--- config.mk ---
export PLATFORM = sky130hd
export DESIGN_NAME = stop_clock_throttle_c2
export DESIGN_NICKNAME = d
export VERILOG_FILES = /design/src/hdl/stop_clock_pkg.sv /design/src/hdl/stop_clock_throttle_c2.sv
export SDC_FILE = /design/constraint.sdc
export NUM_CORES = 1
export LEC_CHECK = 0
export ABC_AREA = 1
export BUFFER_PORTS_ARGS = -buffer_cell sky130_fd_sc_hd__buf_2
export CORE_UTILIZATION = 38
export CTS_CLUSTER_SIZE = 30
export DETAILED_ROUTE_END_ITERATION = 12
export HOLD_SLACK_MARGIN = 0.05
export PLACE_DENSITY = 0.71
export SETUP_SLACK_MARGIN = 0.3
export SYNTH_ARGS = -nofsm -noshare
export SYNTH_HDL_FRONTEND = slang
export SYNTH_SLANG_ARGS = --single-unit
--- constraint.sdc ---
create_clock -name core_clk -period 1.3 [get_ports core_clk]
set_clock_uncertainty 0.15 [all_clocks]
set_input_delay 0.325 -clock core_clk [delete_from_list [all_inputs] [get_ports core_clk]]
set_output_delay 0.325 -clock core_clk [all_outputs]
set_load 0.01 [all_outputs]
--- src/hdl/stop_clock_pkg.sv ---
// Package: constants and types for the stop-clock throttle and C2 control block
package stop_clock_pkg;

	// ****************************************************************
	// Register map inside the power-management I/O block
	// ****************************************************************
	localparam int          IO_ADDR_W        = 8;
	localparam logic [7:0]  LEVEL2_TRIG_OFS  = 8'h14;  // Level-2 entry trigger offset
	localparam int          TRIG_DATA_W      = 8;
	localparam logic [7:0]  LEVEL2_TRIG_RST  = 8'h00;  // Read value, all bits zero

	// ****************************************************************
	// Throttle window timing, in PCI clocks
	// ****************************************************************
	localparam int          DUTY_W           = 3;
	localparam int          WINDOW_CLKS      = 1024;
	localparam int          WIN_CNT_W        = $clog2(WINDOW_CLKS);
	localparam int          LEN_W            = WIN_CNT_W + 1;
	localparam logic [10:0] DUTY_STEP_CLKS   = 11'h080;  // 128 clocks per duty step
	localparam logic [10:0] DUTY_RSVD_CLKS   = 11'h200;  // Reserved code acts as 512
	localparam logic [2:0]  DUTY_RST         = 3'h0;
	localparam logic [3:0]  DUTY_STEPS       = 4'h8;

	// ****************************************************************
	// Types
	// ****************************************************************
	typedef enum logic [1:0] {
		ST_C0 = 2'b01,
		ST_C2 = 2'b10
	} cstate_type;

	typedef struct packed {
		logic                 rd;    // One-cycle read strobe
		logic                 wr;    // One-cycle write strobe
		logic [IO_ADDR_W-1:0] addr;  // Offset from power_io_base
	} io_req_type;

endpackage

--- src/hdl/stop_clock_throttle_c2.sv ---
// Module: stop-clock throttling and level-2 sleep entry on the PCI clock
module stop_clock_throttle_c2 #(
	parameter int WINDOW = stop_clock_pkg::WINDOW_CLKS
) (
	input  wire logic                                   core_clk,
	input  wire logic                                   sys_rst,
	input  wire stop_clock_pkg::io_req_type             ioReq,
	input  wire logic                                   throttleEnable,
	input  wire logic [stop_clock_pkg::DUTY_W-1:0]      throttleDuty,
	input  wire logic                                   breakEvent,
	output logic [stop_clock_pkg::TRIG_DATA_W-1:0]      readData,
	output logic                                        readValid,
	output logic                                        inC2,
	output logic                                        stop_clock_n
);
	import stop_clock_pkg::*;

	// ****************************************************************
	// Helpers
	// ****************************************************************

	// Asserted length in clocks for a duty code
	function automatic logic [LEN_W-1:0] assertLen(input logic [DUTY_W-1:0] code);
		logic [LEN_W-1:0] steps;
		steps = LEN_W'(DUTY_STEPS) - LEN_W'(code);
		if (code == DUTY_RST)
			assertLen = DUTY_RSVD_CLKS;
		else
			assertLen = LEN_W'(steps * DUTY_STEP_CLKS);
	endfunction

	// ****************************************************************
	// State
	// ****************************************************************
	cstate_type            state_r;
	cstate_type            state_nxt;
	logic [WIN_CNT_W-1:0]  winCnt_r;
	logic [WIN_CNT_W-1:0]  winCnt_nxt;
	logic                  stopN_r;
	logic                  stopN_nxt;
	logic                  rdValid_r;
	logic [TRIG_DATA_W-1:0] rdData_r;
	logic                  inC2_r;

	// ****************************************************************
	// Decode
	// ****************************************************************

	// Level-2 trigger read hit; writes are never decoded so they cannot act
	wire trigRead   = ioReq.rd && (ioReq.addr == LEVEL2_TRIG_OFS);
	wire throttleOn = throttleEnable && (state_r == ST_C0);
	wire [LEN_W-1:0] curLen  = assertLen(throttleDuty);
	wire inAssertPart        = {1'b0, winCnt_r} < curLen;
	wire lastCount           = winCnt_r == WIN_CNT_W'(WINDOW - 1);

	// Window counter wraps every window period
	assign winCnt_nxt = lastCount ? '0 : winCnt_r + 1'b1;

	// C2 entry on trigger read wins over a break in the same cycle
	always_comb begin
		state_nxt = state_r;
		case (state_r)
			ST_C0: begin
				if (trigRead)
					state_nxt = ST_C2;
			end
			ST_C2: begin
				if (breakEvent && !trigRead)
					state_nxt = ST_C0;
			end
			default: state_nxt = ST_C0;
		endcase
	end

	// C2 holds stop-clock low regardless of duty; otherwise duty shaping
	assign stopN_nxt = !((state_r == ST_C2) || (throttleOn && inAssertPart));

	// ****************************************************************
	// Registers
	// ****************************************************************

	// Power state and throttle window
	always_ff @(posedge core_clk or posedge sys_rst) begin
		if (sys_rst) begin
			state_r  <= ST_C0;
			winCnt_r <= '0;
			stopN_r  <= 1'b1;
			inC2_r   <= 1'b0;
		end else begin
			state_r  <= state_nxt;
			winCnt_r <= winCnt_nxt;
			stopN_r  <= stopN_nxt;
			inC2_r   <= (state_nxt == ST_C2);
		end
	end

	// Read answer: every register read here returns zero
	always_ff @(posedge core_clk or posedge sys_rst) begin
		if (sys_rst) begin
			rdValid_r <= 1'b0;
			rdData_r  <= LEVEL2_TRIG_RST;
		end else begin
			rdValid_r <= ioReq.rd;
			rdData_r  <= LEVEL2_TRIG_RST;
		end
	end

	assign readData     = rdData_r;
	assign readValid    = rdValid_r;
	assign inC2         = inC2_r;
	assign stop_clock_n = stopN_r;
endmodule

==> results_dict.tcl <==
set metrics [dict create \
    drive_gt1_frac 0.383 \
    core_region_area_sq_um 2300 \
    track_usage 0.153 \
    cts_tree "yes" \
    start_util 0.417 \
    clkSinkCount 15 \
    layout.nets 186 \
    totalNegativeSetupSlack_ps -1460 \
    nFillCells 207 \
    yosysTopAreaCell "dfrtp_1" \
    gp_congestion 0.739 \
    min-delay-path-class "primary input to flip-flop" \
    critPathMaxFanout 3 \
    antenna_found_initial 0 \
    syn-cell-area_sq_um 958 \
    io_pins 28 \
    drc_errors 0 \
    die-area_sq_um 2730 \
    avgSynthCellArea_sq_um 7.79 \
    dieHeight_um 52.2 \
    routed_wl_mm 1.79 \
    arrival_ps 1570 \
    synth_top_area_share 0.339 \
    top_usage_layer "met2" \
    final_area_sq_um 1310 \
    critical_path_class "flip-flop to flip-flop" \
    insertion_delay_ps 290 \
    ant_nets 0 \
    use_met1 0.170 \
    wire_per_inst_um 9.43 \
    placed_area_sq_um 1170 \
    finalHoldViolations 0 \
    outcome "finished with violations" \
    grt_max_degree 16 \
    crit_required_ps 1340 \
    fin_crit_ps 1530 \
    grtUsageMet3 0.0464 \
    clockBufferDepth 2 \
    rsz0062_at_grt "true" \
    leakage_nw 0.733 \
    hold_ws_ps 188 \
    area_growth_pct 37.1 \
    synth-seq-cells 15 \
    synth.yosys.seq_area_share 0.394 \
    ys_top_cells_by_area "dfrtp_1 34%, nand2_1 13%, inv_1 10%" \
    drv_slew 0 \
    firstDrtPassIters 4 \
    dp.cells 179 \
    syn_inst 123 \
    finalCritPeriodShare 1.18 \
    peakVddDrop_mv 0.585 \
    grt_pass1_wl_mm 3.07 \
    final_core_util 0.572 \
    violations "negative setup slack" \
    h-tree-depth 1 \
    holdPathStages 6 \
    maxCapViolations 0 \
    grt_overflow 0 \
    cts_root_buf "clkbuf_4" \
    max_freq_mhz 653 \
    final_cells 190 \
    cp-start-kind "flip-flop" \
    endpoint_kind "flip-flop" \
    route.vias.total 812 \
    clkTransAtPathRegs_ps 100 \
    antenna-diode-count 0 \
    power.density_nw_per_um2 862 \
    dp_hpwl_mm 1.40 \
    ys_warn_count 0 \
    grtUsageMet2 0.288 \
    fin_ws_ps -232 \
    cts_made_buffers 3 \
    r2r_cells 8 \
    ys_types 21 \
    die_w_um 52.2 \
    rows 17 \
    setup_violations 11 \
    drt_iter0_drc 11 \
    vias_per_cell 4.27 \
    port_buffers 18 \
    grt_pass1_vias 786 \
]
repair_timing:
| action | in CTS | in global routing |
|---|---|---|
| gates resized for setup | 9 | 7 |
| hold endpoints to repair | 14 | 0 |
| endpoints found under the setup margin | 17 | 19 |
| setup buffers | 2 | 3 |
| hold buffers | 2 | 0 |
| pin swaps | 10 | 2 |
layer usage:
| metal | wire length, um | vias to the layer above |
|---|---|---|
| met2 | 943 | 25 |
| met5 | 0 | - |
| met1 | 750 | 360 |
| met4 | 0 | 0 |
| li1 | - | 427 |
| met3 | 97 | 0 |
layout by cell type (no fill, tap or decap), drive strengths merged:
cell type / count
dlygate4sd3: 2
nor2: 14
dfstp: 2
nor3: 4
inv: 27
clkinvlp: 1
nand3b: 1
clkinv: 1
nand2: 33
a21oi: 1
buf: 34
ha: 6
dfrtp: 13
conb: 8
nand4: 2
clkbuf: 3
a21boi: 1
xor2: 4
nand3: 5
per-stage QoR:
stage          total power, W  setup WS, ps
3_3_place_gp         0.000761          -259
4_1_cts               0.00112          -211
2_1_floorplan        0.000720          -102
3_5_place_dp         0.000779          -292
6_report              0.00113          -232
5_1_grt               0.00121          -281
where the power goes:
| part | switching (W) | leakage (nW) | internal [W] |
|---|---|---|---|
| Sequential | 0.0000288 | 0.186 | 0.000510 |
| Combinational | 0.000149 | 0.534 | 0.000166 |
| Clock | 0.000162 | 0.0139 | 0.000117 |
worst max-delay path, stage by stage (launching register included):
cell      delay [ps]
dfrtp_1          370
ha_2             190
nand2_2           70
nor2_4           140
nand4_4          110
buf_4            160
nor2_1            80
nand3b_1         110
nand2_1           50
state kept, by name, summed over array words and instances, names as in the netlist:
name	count
inC2	1
readValid	1
state_r	2
stop_clock_n	1
winCnt_r	10
area by class of cell:
cell class,instances,area (sq um),share of cell area
clock inverters,1,7.51,0.00571
well taps,28,35.0,0.0267
clock buffers,3,22.5,0.0171
multi-input cells,79,504,0.384
flip-flops and latches,15,378,0.288
repair buffers,36,256,0.195
inverters,28,110,0.0838
Yosys cell counts:
cell type / n
nand2_1: 32
inv_1: 26
dfrtp_1: 13
nor2_1: 13
buf_4: 8
ha_1: 6
nand3_1: 5
xor2_1: 4
dfstp_2: 2
nor3_1: 2
nor3_4: 2
a21boi_0: 1
a21oi_1: 1
clkinv_1: 1
conb_1: 1
inv_2: 1
nand2_2: 1
nand3b_1: 1
nand4_1: 1
nand4_4: 1
nor2_4: 1
final timing paths:
check | startpoint | endpoint | slack, ps
worst min-delay path | throttleEnable | stop_clock_n$_DFF_PP1_ | 190
min in group asynchronous | sys_rst | readValid$_DFF_PP0_ | 420
worst min register to register | winCnt_r[2]$_DFF_PP0_ | winCnt_r[2]$_DFF_PP0_ | 450
max in group asynchronous | sys_rst | stop_clock_n$_DFF_PP1_ | 360
worst max register to register | winCnt_r[0]$_DFF_PP0_ | winCnt_r[9]$_DFF_PP0_ | -230
worst max-delay path | winCnt_r[0]$_DFF_PP0_ | winCnt_r[9]$_DFF_PP0_ | -230
cell families (layout without fill, tap and decap cells):
group | after synthesis | after routing | share of synthesized area
adder cells (fa/ha/maj) | 6 | 6 | 0.0783
AND/OR/NAND/NOR | 59 | 59 | 0.302
XOR/XNOR | 4 | 4 | 0.0365
buffers and inverters | 36 | 68 | 0.172
other | 1 | 8 | 0.00391
AO/OA/AOI/OAI | 2 | 2 | 0.0131
flip-flops | 15 | 15 | 0.394
Power figures use the tool's default switching activity.
